## src/encoder_interface_pkg.sv

```systemverilog
// constants shared by the encoder interface block and its bench
// assumes a 32-bit apb slave with 8-bit byte addressing
package encoder_interface_pkg;
  // ****************************************
  // register byte offsets
  // ****************************************
  localparam logic [7:0] OFF_CTRL = 8'h00;
  localparam logic [7:0] OFF_FILT = 8'h04;
  localparam logic [7:0] OFF_COUNT = 8'h08;
  localparam logic [7:0] OFF_MAXCNT = 8'h0C;
  localparam logic [7:0] OFF_MARKCAP = 8'h10;
  localparam logic [7:0] OFF_STRBCAP = 8'h14;
  localparam logic [7:0] OFF_STATUS = 8'h18;
  localparam logic [7:0] OFF_LT_PER = 8'h1C;
  localparam logic [7:0] OFF_LT_SCALE = 8'h20;
  localparam logic [7:0] OFF_LT_CNT = 8'h24;
  localparam logic [7:0] OFF_EVT_NUM = 8'h28;
  localparam logic [7:0] OFF_EVT_TIME = 8'h2C;
  // ****************************************
  // field positions
  // ****************************************
  localparam int CTRL_MODE_LSB = 0; // two bits
  localparam int CTRL_FREQDIR = 2;
  localparam int CTRL_MEDGE = 3;
  localparam int CTRL_SEDGE = 4;
  localparam int CTRL_LT_EN = 5;
  localparam int STAT_ERR = 0;
  localparam int STAT_A = 1;
  localparam int STAT_B = 2;
  localparam int STAT_SMDONE = 3;
  localparam int STAT_DIR = 4;
  localparam int IN_A = 0;
  localparam int IN_B = 1;
  localparam int IN_Z = 2;
  localparam int IN_S = 3;
  // ****************************************
  // modes, widths and reset values
  // ****************************************
  localparam logic [1:0] MODE_MAXCNT = 2'h0;
  localparam logic [1:0] MODE_MARKER = 2'h1;
  localparam logic [1:0] MODE_SINGLE = 2'h2;
  localparam int FILT_W = 4;
  localparam int EVT_W = 8;
  localparam logic [7:0] CTRL_RST = 8'h00;
  localparam logic [31:0] MAXCNT_RST = 32'hFFFF_FFFF;
  localparam logic [15:0] LT_PER_RST = 16'hFFFF;
  localparam logic [15:0] LT_SCALE_RST = 16'h0000;
endpackage : encoder_interface_pkg

```

## src/encoder_interface.sv

```systemverilog
// quadrature encoder interface: filters, position counter, captures,
// error monitor, loop timer and pulse interval timer behind apb
// assumes encoder pins are asynchronous to pclk
// ****************************************
// Summary of operation
// - 32-bit up/down counter stepped by quadrature
// - noise filter on all four encoder inputs
// - optional frequency and direction input mode
// - marker or strobe event copies counter
// - capture on rising, or direction-dependent edge
// - registration pulse for each capture input
// - count read latches channel input states
// - everything runs from the peripheral clock
// - marker mode resets counter each pulse
// - maximum count mode wraps at programmed limit
// - single marker mode resets only once
// - count error sets status and interrupt
// - 16-bit auto-reloading loop timer with prescale
// - loop timer timeout raises interrupt pulse
// - interval timer spans up to 255 pulses
// ****************************************
//
// The APB interface to the registers and the register offsets were left to the implementer.
`timescale 1ns/1ps
module encoder_interface (
  input wire logic pclk, // peripheral clock
  input wire logic presetn, // async reset, active low
  input wire logic psel, // apb select
  input wire logic penable, // apb access phase
  input wire logic pwrite, // apb write
  input wire logic [7:0] paddr, // apb byte address
  input wire logic [31:0] pwdata, // apb write data
  output logic [31:0] prdata, // apb read data
  output logic pready, // apb ready
  output logic pslverr, // apb error on unmapped address
  input wire logic enc_chan_a_in, // channel a or frequency
  input wire logic enc_chan_b_in, // channel b or direction
  input wire logic index_marker_in, // marker pin
  input wire logic strobe_capture_in, // strobe pin
  output logic marker_irq, // marker capture pulse
  output logic strobe_irq, // strobe capture pulse
  output logic count_err_irq, // count error pulse
  output logic loop_timer_irq // loop timer timeout pulse
);
  localparam int FW = encoder_interface_pkg::FILT_W;
  localparam int EW = encoder_interface_pkg::EVT_W;
  typedef struct packed {
    logic [3:0][1:0] sync;
    logic [3:0] filt;
    logic [3:0][FW-1:0] fcnt;
    logic [FW-1:0] flen;
    logic [7:0] ctrl;
    logic [31:0] count;
    logic [31:0] position_max_count;
    logic [31:0] marker_capture_value;
    logic [31:0] strobe_capture_value;
    logic err;
    logic a_lat;
    logic b_lat;
    logic smdone;
    logic dir;
    logic [15:0] lt_per;
    logic [15:0] lt_scale;
    logic [15:0] lt_cnt;
    logic [15:0] lt_pre;
    logic [EW-1:0] evt_num;
    logic [EW-1:0] evt_pulses;
    logic [31:0] evt_run;
    logic [31:0] evt_time;
    logic [31:0] prdata;
    logic pready;
    logic pslverr;
    logic mirq;
    logic sirq;
    logic eirq;
    logic lirq;
  } state_t;
  state_t s_reg;
  state_t s_next;
  logic step_up;
  logic step_dn;
  logic both_chg;
  logic mark_ev;
  logic strb_ev;
  logic wr_en;
  logic rd_en;
  // ****************************************
  // helpers
  // ****************************************
  // capture qualification: rising only, or edge chosen by direction
  function automatic logic qual_edge(input logic old_v, input logic new_v,
                                     input logic dir_mode, input logic fwd);
    logic rise;
    logic fall;
    rise = ~old_v & new_v;
    fall = old_v & ~new_v;
    qual_edge = dir_mode ? (fwd ? rise : fall) : rise;
  endfunction : qual_edge
  // ****************************************
  // next state
  // ****************************************
  always_comb begin
    logic [1:0] mode;
    logic setup;
    logic acc;
    logic [3:0] pins;
    s_next = s_reg;
    mode = s_reg.ctrl[encoder_interface_pkg::CTRL_MODE_LSB +: 2];
    setup = psel & ~penable;
    acc = psel & penable & s_reg.pready;
    pins = {strobe_capture_in, index_marker_in, enc_chan_b_in, enc_chan_a_in};
    s_next.mirq = 1'b0;
    s_next.sirq = 1'b0;
    s_next.eirq = 1'b0;
    s_next.lirq = 1'b0;

    // two-stage sync then stability filter; stage one feeds stage two only
    for (int i = 0; i < 4; i++) begin
      s_next.sync[i] = {s_reg.sync[i][0], pins[i]};
      if (s_reg.sync[i][1] != s_reg.filt[i]) begin
        if (s_reg.fcnt[i] >= s_reg.flen) begin
          s_next.filt[i] = s_reg.sync[i][1];
          s_next.fcnt[i] = '0;
        end else begin
          s_next.fcnt[i] = s_reg.fcnt[i] + FW'(1);
        end
      end else begin
        s_next.fcnt[i] = '0; // a glitch shorter than flen is dropped
      end
    end
    // decode: quadrature, or frequency plus direction
    both_chg = 1'b0;
    step_up = 1'b0;
    step_dn = 1'b0;
    if (s_reg.ctrl[encoder_interface_pkg::CTRL_FREQDIR]) begin
      if (~s_reg.filt[encoder_interface_pkg::IN_A] &
          s_next.filt[encoder_interface_pkg::IN_A]) begin
        step_up = s_reg.filt[encoder_interface_pkg::IN_B];
        step_dn = ~s_reg.filt[encoder_interface_pkg::IN_B];
      end
    end else begin
      case ({s_next.filt[1:0] != s_reg.filt[1:0]} ? (s_next.filt[1:0] ^ s_reg.filt[1:0]) : 2'b00)
        2'b11: both_chg = 1'b1;
        2'b01, 2'b10: begin
          // up when previous a equals new b, i.e. a leads
          step_up = (s_reg.filt[0] == s_next.filt[1]);
          step_dn = (s_reg.filt[0] != s_next.filt[1]);
        end
        default: ;
      endcase
    end
    mark_ev = qual_edge(s_reg.filt[encoder_interface_pkg::IN_Z],
                        s_next.filt[encoder_interface_pkg::IN_Z],
                        s_reg.ctrl[encoder_interface_pkg::CTRL_MEDGE], s_reg.dir);
    strb_ev = qual_edge(s_reg.filt[encoder_interface_pkg::IN_S],
                        s_next.filt[encoder_interface_pkg::IN_S],
                        s_reg.ctrl[encoder_interface_pkg::CTRL_SEDGE], s_reg.dir);
    // position counter; plain wrap outside max count mode
    if (step_up) begin
      s_next.dir = 1'b1;
      if (mode == encoder_interface_pkg::MODE_MAXCNT &&
          s_reg.count == s_reg.position_max_count)
        s_next.count = '0;
      else
        s_next.count = s_reg.count + 32'h0000_0001;
    end else if (step_dn) begin
      s_next.dir = 1'b0;
      if (mode == encoder_interface_pkg::MODE_MAXCNT && s_reg.count == '0)
        s_next.count = s_reg.position_max_count;
      else
        s_next.count = s_reg.count - 32'h0000_0001;
    end
    if (mark_ev && mode == encoder_interface_pkg::MODE_MARKER)
      s_next.count = '0;
    if (mark_ev && mode == encoder_interface_pkg::MODE_SINGLE && !s_reg.smdone) begin
      s_next.count = '0;
      s_next.smdone = 1'b1;
    end
    // captures take the count as it stood before this edge
    if (mark_ev) begin
      s_next.marker_capture_value = s_reg.count;
      s_next.mirq = 1'b1;
    end
    if (strb_ev) begin
      s_next.strobe_capture_value = s_reg.count;
      s_next.sirq = 1'b1;
    end
    // loop timer: prescale divides pclk, counter reloads from period
    if (s_reg.ctrl[encoder_interface_pkg::CTRL_LT_EN]) begin
      if (s_reg.lt_pre >= s_reg.lt_scale) begin
        s_next.lt_pre = '0;
        if (s_reg.lt_cnt == '0) begin
          s_next.lt_cnt = s_reg.lt_per;
          s_next.lirq = 1'b1;
        end else begin
          s_next.lt_cnt = s_reg.lt_cnt - 16'h0001;
        end
      end else begin
        s_next.lt_pre = s_reg.lt_pre + 16'h0001;
      end
    end else begin
      s_next.lt_pre = '0;
      s_next.lt_cnt = s_reg.lt_per;
    end
    // interval timer; saturates so an interval too long for the counter is captured as max time
    if (s_reg.evt_run != 32'hFFFF_FFFF)
      s_next.evt_run = s_reg.evt_run + 32'h0000_0001;
    if ((step_up | step_dn) && s_reg.evt_num != '0) begin
      if (s_reg.evt_pulses + EW'(1) >= s_reg.evt_num) begin
        s_next.evt_time = s_reg.evt_run;
        s_next.evt_run = 32'h0000_0001;
        s_next.evt_pulses = '0;
      end else begin
        s_next.evt_pulses = s_reg.evt_pulses + EW'(1);
      end
    end
    // ****************************************
    // apb slave: zero wait states, data prepared in setup
    // ****************************************
    s_next.pready = setup;
    wr_en = acc & pwrite & ~s_reg.pslverr;
    rd_en = acc & ~pwrite & ~s_reg.pslverr;
    if (setup) begin
      s_next.pslverr = 1'b0;
      unique case (paddr)
        encoder_interface_pkg::OFF_CTRL: s_next.prdata = 32'(s_reg.ctrl);
        encoder_interface_pkg::OFF_FILT: s_next.prdata = 32'(s_reg.flen);
        encoder_interface_pkg::OFF_COUNT: s_next.prdata = s_reg.count;
        encoder_interface_pkg::OFF_MAXCNT: s_next.prdata = s_reg.position_max_count;
        encoder_interface_pkg::OFF_MARKCAP: s_next.prdata = s_reg.marker_capture_value;
        encoder_interface_pkg::OFF_STRBCAP: s_next.prdata = s_reg.strobe_capture_value;
        encoder_interface_pkg::OFF_STATUS:
          s_next.prdata = 32'({s_reg.dir, s_reg.smdone, s_reg.b_lat, s_reg.a_lat, s_reg.err});
        encoder_interface_pkg::OFF_LT_PER: s_next.prdata = 32'(s_reg.lt_per);
        encoder_interface_pkg::OFF_LT_SCALE: s_next.prdata = 32'(s_reg.lt_scale);
        encoder_interface_pkg::OFF_LT_CNT: s_next.prdata = 32'(s_reg.lt_cnt);
        encoder_interface_pkg::OFF_EVT_NUM: s_next.prdata = 32'(s_reg.evt_num);
        encoder_interface_pkg::OFF_EVT_TIME: s_next.prdata = s_reg.evt_time;
        default: begin
          s_next.prdata = '0;
          s_next.pslverr = 1'b1;
        end
      endcase
    end
    if (rd_en && paddr == encoder_interface_pkg::OFF_COUNT) begin
      s_next.a_lat = s_reg.filt[encoder_interface_pkg::IN_A];
      s_next.b_lat = s_reg.filt[encoder_interface_pkg::IN_B];
    end
    if (wr_en) begin
      unique case (paddr)
        encoder_interface_pkg::OFF_CTRL: begin
          s_next.ctrl = pwdata[7:0];
          s_next.smdone = s_next.smdone & ~s_reg.smdone; // rearm; a same-cycle set wins
        end
        encoder_interface_pkg::OFF_FILT: s_next.flen = pwdata[FW-1:0];
        encoder_interface_pkg::OFF_COUNT: s_next.count = pwdata; // software wins
        encoder_interface_pkg::OFF_MAXCNT: s_next.position_max_count = pwdata;
        encoder_interface_pkg::OFF_STATUS:
          if (pwdata[encoder_interface_pkg::STAT_ERR]) s_next.err = 1'b0;
        encoder_interface_pkg::OFF_LT_PER: s_next.lt_per = pwdata[15:0];
        encoder_interface_pkg::OFF_LT_SCALE: s_next.lt_scale = pwdata[15:0];
        encoder_interface_pkg::OFF_EVT_NUM: begin
          s_next.evt_num = pwdata[EW-1:0];
          s_next.evt_pulses = '0;
        end
        default: ;
      endcase
    end
    // error set after the clear so a same-cycle event is kept
    if (both_chg) begin
      s_next.err = 1'b1;
      s_next.eirq = 1'b1;
    end
  end
  // ****************************************
  // state register
  // ****************************************
  always_ff @(posedge pclk or negedge presetn) begin
    if (!presetn) begin
      s_reg <= '0;
      s_reg.ctrl <= encoder_interface_pkg::CTRL_RST;
      s_reg.position_max_count <= encoder_interface_pkg::MAXCNT_RST;
      s_reg.lt_per <= encoder_interface_pkg::LT_PER_RST;
      s_reg.lt_cnt <= encoder_interface_pkg::LT_PER_RST;
      s_reg.lt_scale <= encoder_interface_pkg::LT_SCALE_RST;
    end else begin
      s_reg <= s_next;
    end
  end

  assign prdata = s_reg.prdata;
  assign pready = s_reg.pready;
  assign pslverr = s_reg.pslverr;
  assign marker_irq = s_reg.mirq;
  assign strobe_irq = s_reg.sirq;
  assign count_err_irq = s_reg.eirq;
  assign loop_timer_irq = s_reg.lirq;
  // ****************************************
  // checks
  // ****************************************
  property p_filter_stable;
    @(posedge pclk) disable iff (!presetn)
      $changed(s_reg.filt[0]) |-> $past(s_reg.fcnt[0]) >= $past(s_reg.flen) &&
      $past(s_reg.sync[0][1]) == s_reg.filt[0];
  endproperty
  a_filter_stable: assert property (p_filter_stable)
    else $error("filter changed without stable input");
  property p_mark_cap;
    @(posedge pclk) disable iff (!presetn)
      mark_ev |=> s_reg.mirq && s_reg.marker_capture_value == $past(s_reg.count);
  endproperty
  a_mark_cap: assert property (p_mark_cap)
    else $error("marker capture wrong");
  property p_strb_cap;
    @(posedge pclk) disable iff (!presetn)
      strb_ev |=> s_reg.sirq ##1 !s_reg.sirq || $past(strb_ev);
  endproperty
  a_strb_cap: assert property (p_strb_cap)
    else $error("strobe pulse wrong");
  property p_step_up;
    @(posedge pclk) disable iff (!presetn)
      step_up && !wr_en && !mark_ev && s_reg.count != s_reg.position_max_count
      |=> s_reg.count == $past(s_reg.count) + 32'h0000_0001;
  endproperty
  a_step_up: assert property (p_step_up)
    else $error("count did not step up");
  property p_wrap;
    @(posedge pclk) disable iff (!presetn)
      step_up && !wr_en && !mark_ev && s_reg.count == s_reg.position_max_count &&
      s_reg.ctrl[1:0] == encoder_interface_pkg::MODE_MAXCNT |=> s_reg.count == '0;
  endproperty
  a_wrap: assert property (p_wrap)
    else $error("max count wrap failed");
  property p_both;
    @(posedge pclk) disable iff (!presetn)
      both_chg && !wr_en && !mark_ev
      |=> s_reg.err && s_reg.eirq && $stable(s_reg.count);
  endproperty
  a_both: assert property (p_both)
    else $error("double change not flagged");
  property p_single;
    @(posedge pclk) disable iff (!presetn)
      s_reg.smdone && mark_ev && !wr_en && !step_up && !step_dn
      |=> $stable(s_reg.count);
  endproperty
  a_single: assert property (p_single)
    else $error("second marker reset counter");
  property p_loop;
    @(posedge pclk) disable iff (!presetn)
      s_reg.lirq |-> s_reg.lt_cnt == s_reg.lt_per && !$past(s_reg.lirq);
  endproperty
  a_loop: assert property (p_loop)
    else $error("loop timer reload wrong");
  property p_ab_latch;
    @(posedge pclk) disable iff (!presetn)
      rd_en && paddr == encoder_interface_pkg::OFF_COUNT
      |=> s_reg.a_lat == $past(s_reg.filt[0]) && s_reg.b_lat == $past(s_reg.filt[1]);
  endproperty
  a_ab_latch: assert property (p_ab_latch)
    else $error("channel state not latched on read");
endmodule : encoder_interface

```

## config.mk

```make
export PLATFORM = sky130hd
export DESIGN_NAME = encoder_interface
export DESIGN_NICKNAME = d
export VERILOG_FILES = /design/src/encoder_interface_pkg.sv /design/src/encoder_interface.sv
export SDC_FILE = /design/constraint.sdc
export NUM_CORES = 1
export LEC_CHECK = 0
export ABC_AREA = 1
export BUFFER_PORTS_ARGS = -buffer_cell sky130_fd_sc_hd__buf_4
export CORE_ASPECT_RATIO = 0.9
export CORE_MARGIN = 8
export CORE_UTILIZATION = 30
export CTS_CLUSTER_SIZE = 10
export DETAILED_ROUTE_END_ITERATION = 8
export MAX_ROUTING_LAYER = met4
export PLACE_DENSITY = 0.53
export SLEW_MARGIN = 20
export SYNTH_ARGS = -nofsm -noshare
export SYNTH_HDL_FRONTEND = slang
export SYNTH_SLANG_ARGS = --single-unit
```

## constraint.sdc

```tcl
create_clock -name pclk -period 2.7 [get_ports pclk]
set_input_delay 0.54 -clock pclk [delete_from_list [all_inputs] [get_ports pclk]]
set_output_delay 0.54 -clock pclk [all_outputs]
set_load 0.05 [all_outputs]
```

==> results of run 1 <==
==> Yosys cell counts, types with 36 or more instances <==
cell type and count:
ha_1 53, o21ai_0 233, dfstp_2 64, buf_2 55, inv_1 290, o22ai_1 37, buf_4 36, nand3_1 187
nand2_1 822, dfrtp_1 291, a21oi_1 89, nor3_1 50, clkbuf_1 55, nor2_1 248, xor2_1 97, nand4_1 44
==> layout by cell type, fill, tap and decap left out, types with 35 or more instances in the layout <==
| cell type | count |
|---|---|
| dfstp_2 | 64 |
| dfrtp_1 | 290 |
| buf_4 | 180 |
| a21oi_1 | 84 |
| ha_1 | 51 |
| inv_2 | 35 |
| nand3_1 | 166 |
| xor2_1 | 97 |
| o22ai_1 | 37 |
| nor2_1 | 242 |
| o21ai_1 | 54 |
| o21ai_0 | 199 |
| nand2_2 | 40 |
| nand2_1 | 767 |
| inv_1 | 270 |
| clkbuf_16 | 52 |
| nand4_1 | 44 |
| nor3_1 | 50 |
==> area by class of cell <==
class / instances / area, um2 / area share [%]
Multi-Input combinational cell: 2049 / 10940 / 42.45
Inverter: 314 / 1209 / 4.692
Clock buffer: 77 / 1316 / 5.110
Clock inverter: 4 / 106.4 / 0.4128
Tap cell: 940 / 1176 / 4.566
Timing Repair Buffer: 215 / 2053 / 7.970
Sequential cell: 355 / 8965 / 34.80
==> path summary, 6_finish.rpt <==
check,slack [ns],from,to
hold reg to reg,0.35,s_next[348],s_reg[348]
hold / removal,0.07,index_marker_in,s_next[352]
setup / recovery,-0.20,s_reg[324],s_reg[97]
setup reg to reg,-0.20,s_reg[324],s_reg[97]
min in group asynchronous,0.46,presetn,strobe_irq
max in group asynchronous,1.42,presetn,s_reg[137]
==> metrics by stage <==
stage	worst slack [ns]	setup TNS, ns	instance area (um2)
finish	-0.1967	-12.45	25760
global route	-0.3809	-31.77	25760
CTS	-0.09556	-3.777	25110
detailed placement	-0.1851	-10.66	23300
global placement	-0.1728	-8.512	23300
floorplan	-0.005668	-0.005668	21400
==> logic make-up after synthesis <==
kind of cell    synth area share [%]
fa+ha+maj                      3.111
mux                           0.2113
xor+xnor                       4.561
simple gates                   28.80
buf+inv                        9.597
compound gates                 11.66
flops                          42.05
==> worst max-delay path, stage by stage (launching register included) <==
cell and delay (ns):
dfrtp_1 0.38, inv_2 0.08, ha_4 0.20, inv_2 0.04, nor2_1 0.03, o211ai_1 0.23
nand3_1 0.15, nand2_1 0.11, o21ai_2 0.06, ha_1 0.30, inv_2 0.07, ha_4 0.20
mux2_4 0.31, nand2_8 0.11, inv_8 0.05, nand2_8 0.14, buf_12 0.14, clkbuf_16 0.13
nand2_1 0.05, inv_1 0.04
==> power by group <==
group,leakage (uW),internal [uW],switching [uW],total [uW]
sequential,0.00439,6090,702,6790
clock,0.000681,3490,2400,5890
combinational,0.00692,1350,2530,3880
total,0.0120,10900,5630,16600
==> layer usage <==
layer	track usage, %	vias to the layer above	share of wire [%]
met1	27.66	9496	47
met4	5.015	0	2.6
li1	-	9495	-
met3	2.969	141	6.9
met2	28.66	650	43
met5	-	-	0
==> timing repair <==
action                                  CTS  global route
endpoints found under the hold margin    37             0
pin swaps                                 5            32
gates cloned                              6             9
resized for setup                        50           162
buffers inserted                          3             3
hold buffers                              1             0
endpoints found under the setup margin  100           105
==> results_dict.tcl, run 1 <==
set metrics [dict create \
    cts_buffers 44 \
    finalSetupViolCount 105 \
    slew_headroom_pct 54.12 \
    grt_pass1_vias 18998 \
    num_rows 92 \
    dp_cells 3853 \
    ys.flop_type "dfrtp_1" \
    core_area_um2 70220 \
    dieArea_um2 79850 \
    grt_pass1_wl_mm 118.4 \
    endpoint_kind "flip-flop" \
    die_h_um 268.9 \
    grt_setup_unrepaired "yes" \
    violations "setup timing" \
    cp.required_ns 3.22 \
    io_pins 87 \
    cp-start-kind "flip-flop" \
    cap_violations 0 \
    period_needed_ns 2.897 \
    routed_wl_mm 78.00 \
    grtUsageTotal_pct 19.41 \
    fin_cells 3954 \
    final.period_utilization_pct 107.3 \
    drc 0 \
    hold_slack_ns 0.06811 \
    finalPower_uw 16560 \
    hold_depth 1 \
    crit_type "reg -> reg" \
    synth_cells 2874 \
    yosysWarnings 0 \
    layout_setup_ws_ns -0.1967 \
    reg2reg_depth 19 \
    critPathArrivalTime_ns 3.42 \
    gp_congestion 0.9917 \
    largest_reg_flops 313 \
    grt_max_degree 67 \
    fin_worst_skew_ns 0.01858 \
    nFillCells 7448 \
    cts.clk_slew.worst_paths_ns 0.05 \
    ys_seq_area_share_pct 42.05 \
    vias 19782 \
    cp_max_fo 6 \
    diodes 0 \
    synth_area_leaders "dfrtp_1 34%, nand2_1 14%, dfstp_2 7.9%" \
    min_path_type "in -> reg" \
    firstDrtPassIters 6 \
    synth_top_area_share_pct 34.16 \
    cts_tree "built" \
    wl_per_cell_um 19.73 \
    synth_seq_cells 355 \
    ir_drop_uv 401.5 \
    dp_hpwl_mm 57.92 \
    ant_nets 0 \
    synth_edf_count 0 \
    fin_nets 3081 \
    power_leakage_uw 0.01199 \
    avgSynthCellArea_um2 7.417 \
    slew_viol_final 0 \
    h-tree-depth 2 \
    synthToLayoutAreaGrowth_pct 20.86 \
    worst_pin_slew_ns 0.6875 \
    antenna_found_initial 0 \
    status "complete, but fails checks" \
    drt-initial-drc-count 1985 \
    final_layout_size_suffix_gt1_share_pct 18.15 \
    max_freq_ghz 0.3452 \
    powerDensity_nw_per_um2 642.8 \
    clock_path_buffers 3 \
    io_buffer_count 86 \
    ys_types 56 \
    clockRootBuffer "clkbuf_16" \
    yosys.area.top_type "dfrtp_1" \
    cts_sinks 355 \
    fin_util_pct 36.69 \
    die_x_um 297.0 \
    syn-cell-area_um2 21320 \
    grt_overflow 0 \
    clkLatencyLatePin_ns 0.59 \
    viasPerCell 5.003 \
    hold_viol 0 \
    initial_utilization_pct 30.36 \
    syn-num-nets 2976 \
    async_flop_share_pct 100.0 \
]
Power figures use the tool's default switching activity.
==> run 2: changes to the inputs <==
Settings changed: CTS_BUF_LIST set to sky130_fd_sc_hd__clkbuf_8.
==> run 2 against run 1 <==
Against the previous run:
- the run still ends with setup timing left
- hold slack better by 0.015 ns
- cell count grew 1.6%
- routed wire length increased by 2.5%
- global-route usage is 0.20 points higher
- sequential power barely moved
- flip-flop and latch count unchanged
- via count rose by 1.7%
- fmax down 0.15%
- combinational power rose by 3%
- critical path type unchanged
- highest routed layer unchanged
==> results_dict.tcl, run 2 (synthesis results as in run 1) <==
set metrics [dict create \
    antenna_found_initial 1 \
    fin_nets 3127 \
    mostFrequentLayoutCell "nand2_1" \
    cp_max_fo 4 \
    hold_viol 0 \
    max_freq_ghz 0.3447 \
    gp_congestion 0.9917 \
    routed_wl_mm 79.92 \
    num_rows 92 \
    vias 20120 \
    final_layout_size_suffix_gt1_share_pct 21.34 \
    period_needed_ns 2.901 \
    io_buffer_count 86 \
    cts_tree "built" \
    initial_utilization_pct 30.36 \
    cts_buffers 66 \
    viasPerCell 5.006 \
    grt_overflow 0 \
    final.period_utilization_pct 107.5 \
    grtUsageTotal_pct 19.61 \
    crit_type "reg -> reg" \
    powerDensity_nw_per_um2 621.3 \
    die_x_um 297.0 \
    h-tree-depth 3 \
    fin_worst_skew_ns 0.03182 \
    critPathArrivalTime_ns 3.44 \
    clkLatencyLatePin_ns 0.68 \
    cp.required_ns 3.24 \
    grt_pass1_vias 19235 \
    dp_hpwl_mm 57.92 \
    clockRootBuffer "clkbuf_8" \
    grt_max_degree 67 \
    largest_reg_flops 313 \
    worst_pin_slew_ns 0.6681 \
    min_path_type "in -> reg" \
    ant_nets 0 \
    violations "setup timing" \
    finalSetupViolCount 102 \
    drc 0 \
    endpoint_kind "flip-flop" \
    ir_drop_uv 312.1 \
    status "complete, but fails checks" \
    most-common-layout-cells "743 x nand2_1, 291 x dfrtp_1, 288 x inv_1, 243 x nor2_1, 198 x o21ai_0" \
    die_h_um 268.9 \
    cap_violations 0 \
    dieArea_um2 79850 \
    finalPower_uw 16360 \
    cp-start-kind "flip-flop" \
    io_pins 87 \
    diodes 0 \
    cts_sinks 355 \
    firstDrtPassIters 6 \
    drt-initial-drc-count 2112 \
    layout_setup_ws_ns -0.2012 \
    slew_viol_final 0 \
    power_leakage_uw 0.01237 \
    clock_path_buffers 3 \
    cts.clk_slew.worst_paths_ns 0.06 \
    wl_per_cell_um 19.89 \
    hold_slack_ns 0.08279 \
    core_area_um2 70220 \
    slew_headroom_pct 55.41 \
    grt_pass1_wl_mm 119.1 \
    synthToLayoutAreaGrowth_pct 23.54 \
    grt_setup_unrepaired "yes" \
]
==> run 2: cell count changes in the layout (fill, tap and decap cells not counted), sizes merged <==
cell | previous run | this run
buf | 207 | 221
clkinvlp | 0 | 5
nand2 | 836 | 837
clkinv | 7 | 16
bufinv | 2 | 3
dlygate4sd3 | 1 | 5
clkbuf | 84 | 90
inv | 309 | 334
==> run 2: final cells by class <==
class                      instances  area, um2
clock inverter                    41      294.0
tap                              940       1176
timing repair inverter             3      43.79
multi-input combinational       2050      11130
inverter                         314       1219
fill                            7444      43880
timing repair buffer             235       2390
clock buffer                      81       1115
sequential                       355       8964
==> run 2: repair_timing <==
action	in CTS	in global routing
gates resized for setup	63	222
pin swaps	20	56
buffers inserted	7	11
hold buffers	5	0
endpoints found under the setup margin	100	105
endpoints found under the hold margin	41	0
cloned	6	17
==> run 2: metal layers <==
layer	part of all wire (%)	up-vias	GRT usage, %
li1	-	9599	-
met3	7.2	137	3.859
met5	0	-	-
met1	47	9664	27.46
met4	2.4	0	5.160
met2	44	720	28.84
==> run 2: per-stage QoR <==
step | std cells | util, % | area, um2 | worst slack (ns) | setup TNS [ns]
global placement | 3853 | 33.19 | 23300 | -0.1728 | -8.512
global route | 4019 | 37.50 | 26330 | -0.3705 | -30.73
floorplan | 2874 | - | 21400 | -0.005668 | -0.005668
detailed placement | 3853 | 33.19 | 23300 | -0.1851 | -10.66
CTS | 3993 | 35.93 | 25230 | -0.1079 | -5.126
finish | 4019 | 37.50 | 26330 | -0.2012 | -13.14
==> run 2: worst max-delay path: stages, from the launching register on <==
cell       delay (ns)
dfrtp_1          0.38
inv_2            0.08
ha_4             0.20
inv_2            0.04
nor2_1           0.03
o211ai_1         0.22
nand3_1          0.14
nand2_1          0.09
o21ai_2          0.06
ha_1             0.28
inv_2            0.07
ha_4             0.20
mux2_4           0.31
nand2_8          0.11
clkinv_8         0.09
buf_12           0.14
nand2_8          0.08
clkbuf_16        0.16
nand3_2          0.06
==> run 2: final timing paths <==
path | cells past startpoint | end | slack (ns) | start
min reg2reg | 0 | s_reg[348] | 0.33 | s_next[348]
min | 3 | s_reg[307] | 0.08 | pwdata[24]
min in group asynchronous | 2 | prdata[22] | 0.37 | presetn
max in group asynchronous | 3 | s_reg[145] | 1.51 | presetn
max reg2reg | 18 | s_reg[70] | -0.20 | s_reg[324]
max | 18 | s_reg[70] | -0.20 | s_reg[324]
==> run 2: report_power, final <==
part / total, uW / internal (uW) / leakage [uW] / switching, uW
Sequential: 6790 / 6090 / 0.00439 / 704
Clock: 5590 / 3050 / 0.000793 / 2550
Combinational: 3980 / 1410 / 0.00718 / 2570
Total: 16400 / 10500 / 0.0124 / 5820
==> run 3: changes to the inputs <==
==> constraint.sdc (replaced) <==
create_clock -name pclk -period 2.7 [get_ports pclk]
set_input_delay 0.27 -clock pclk [delete_from_list [all_inputs] [get_ports pclk]]
set_output_delay 0.27 -clock pclk [all_outputs]
set_load 0.05 [all_outputs]
==> run 3 against run 2 <==
Against the previous run:
- the run still ends with setup timing left
- clock power shrank 5.2%
- hold slack worse by 0.0059 ns
- critical path depth unchanged
- cell count is essentially flat
- routed wire length shrank 3.5%
- total power fell by 2.6%
- via count is 0.83% lower
- sequential power is essentially flat
- core utilization decreased by 0.76 points
- global-route usage shrank 0.24 points
- register-to-register slack better by 0.08 ns
- clock skew is 0.0015 ns lower
- largest power group unchanged
- highest routed layer unchanged
==> results_dict.tcl, run 3 (synthesis results as in run 1) <==
set metrics [dict create \
    mostFrequentLayoutCell "nand2_1" \
    cts_buffers 67 \
    most-common-layout-cells "782 x nand2_1, 301 x inv_1, 291 x dfrtp_1, 242 x nor2_1, 190 x o21ai_0" \
    power_leakage_uw 0.01214 \
    io_buffer_count 86 \
    drt-initial-drc-count 1877 \
    ir_drop_uv 312.1 \
    cts_tree "built" \
    worst_pin_slew_ns 0.7677 \
    cap_violations 0 \
    cts_sinks 355 \
    fin_worst_skew_ns 0.03037 \
    vias 19952 \
    largest_reg_flops 313 \
    violations "setup timing" \
    fin_nets 3129 \
    powerDensity_nw_per_um2 617.5 \
    slew_headroom_pct 48.77 \
    grt_overflow 0 \
    slew_viol_final 0 \
    fin_cells 4015 \
    grt_setup_unrepaired "yes" \
    grt_pass1_wl_mm 118.4 \
    endpoint_kind "flip-flop" \
    dieArea_um2 79850 \
    fin_area_um2 25800 \
    wl_per_cell_um 19.21 \
    ant_nets 0 \
    antenna_found_initial 2 \
    cp_max_fo 9 \
    dp_cells 3839 \
    max_freq_ghz 0.3547 \
    cp.required_ns 3.25 \
    crit_type "reg -> reg" \
    hold_viol 0 \
    routed_wl_mm 77.15 \
    clockRootBuffer "clkbuf_8" \
    grt_pass1_vias 19342 \
    die_x_um 297.0 \
    dp_hpwl_mm 57.41 \
    fin_util_pct 36.74 \
    num_rows 92 \
    dpl_cell_area_um2 23210 \
    initial_utilization_pct 30.36 \
    clock_path_buffers 3 \
    period_needed_ns 2.819 \
    dp_slack_ns -0.2079 \
    die_h_um 268.9 \
    finalSetupViolCount 82 \
    cp-start-kind "flip-flop" \
    io_pins 87 \
    grtUsageTotal_pct 19.37 \
    drc 0 \
    core_area_um2 70220 \
    final.period_utilization_pct 104.4 \
    hold_slack_ns 0.07692 \
    h-tree-depth 3 \
    firstDrtPassIters 6 \
    layout_setup_ws_ns -0.1192 \
    grt_max_degree 75 \
    min_path_type "in -> async" \
    clkLatencyLatePin_ns 0.67 \
    viasPerCell 4.969 \
    gp_congestion 1.004 \
    synthToLayoutAreaGrowth_pct 21.04 \
    status "complete, but fails checks" \
    critPathArrivalTime_ns 3.36 \
    cts.clk_slew.worst_paths_ns 0.06 \
    diodes 0 \
    final_layout_size_suffix_gt1_share_pct 18.15 \
]
## run 3: changes by cell type in the layout (fill, tap and decap cells not counted), moves of 6 or more
cell           change
nand3_2           -24
o21ai_0            -8
clkbuf_16          -6
nand2_2           -21
inv_1             +13
a21oi_1           -11
nand3_1           +26
nand2_4           -16
dlygate4sd3_1     +33
nand2_1           +39
buf_4             -14
a21oi_2           +11
inv_2              -7
## run 3: metal layers
layer | wire length (um) | track usage, % | share of wire (%) | up-vias
met5 | 0 | - | 0 | -
met4 | 1534 | 4.529 | 2.0 | 0
met3 | 6278 | 4.156 | 8.1 | 105
met2 | 33460 | 28.70 | 43 | 718
met1 | 35870 | 26.96 | 46 | 9544
li1 | - | - | - | 9585
## run 3: cell type report
class                      instances  area, um2
clock buffer                      81       1115
inverter                         314       1207
fill                            7432      44420
tap                              940       1176
sequential                       355       8964
clock inverter                    36      203.9
multi-input combinational       2048      10790
timing repair buffer             241       2344
## run 3: power breakdown
| group | total [uW] | switching, uW | internal, uW |
|---|---|---|---|
| clock | 5300 | 2470 | 2830 |
| combinational | 3810 | 2470 | 1340 |
| sequential | 6820 | 729 | 6090 |
| total | 15900 | 5670 | 10300 |
## run 3: path summary, 6_finish.rpt
path | start | endpoint | slack (ns) | cells after the start
max | s_reg[324] | s_reg[41] | -0.12 | 18
min | presetn | s_reg[93] | 0.08 | 2
max reg2reg | s_reg[324] | s_reg[41] | -0.12 | 18
min reg2reg | s_next[350] | s_reg[350] | 0.35 | 0
max in group asynchronous | presetn | s_reg[171] | 1.69 | 3
min in group pclk | pwrite | s_reg[184] | 0.09 | 4
## run 3: critical path, cell delays in order (launching register included)
cell	delay, ns
dfrtp_1	0.39
inv_2	0.08
ha_4	0.21
inv_2	0.04
nor2_1	0.03
o211ai_1	0.19
nand3_1	0.14
nand2_1	0.10
o21ai_2	0.06
ha_1	0.28
inv_2	0.07
ha_4	0.20
mux2_4	0.29
nand2_4	0.09
inv_4	0.05
nand2_8	0.12
buf_4	0.16
clkbuf_16	0.16
o21ai_1	0.06
## run 3: stage by stage
stage	power, uW	setup TNS (ns)
final	15930	-5.370
after global routing	16900	-22.25
after CTS	15930	-2.083
after detailed placement	10420	-11.53
after global placement	10410	-9.837
after floorplan	9245	-0.005668
## run 3: what timing repair did
| item | 4_1_cts | 5_1_grt |
|---|---|---|
| gates cloned | 7 | 3 |
| hold buffers | 38 | 0 |
| pin swaps | 42 | 18 |
| endpoints found under the setup margin | 100 | 105 |
| endpoints found under the hold margin | 365 | 0 |
| setup buffers | 8 | 3 |
| resized for setup | 88 | 106 |
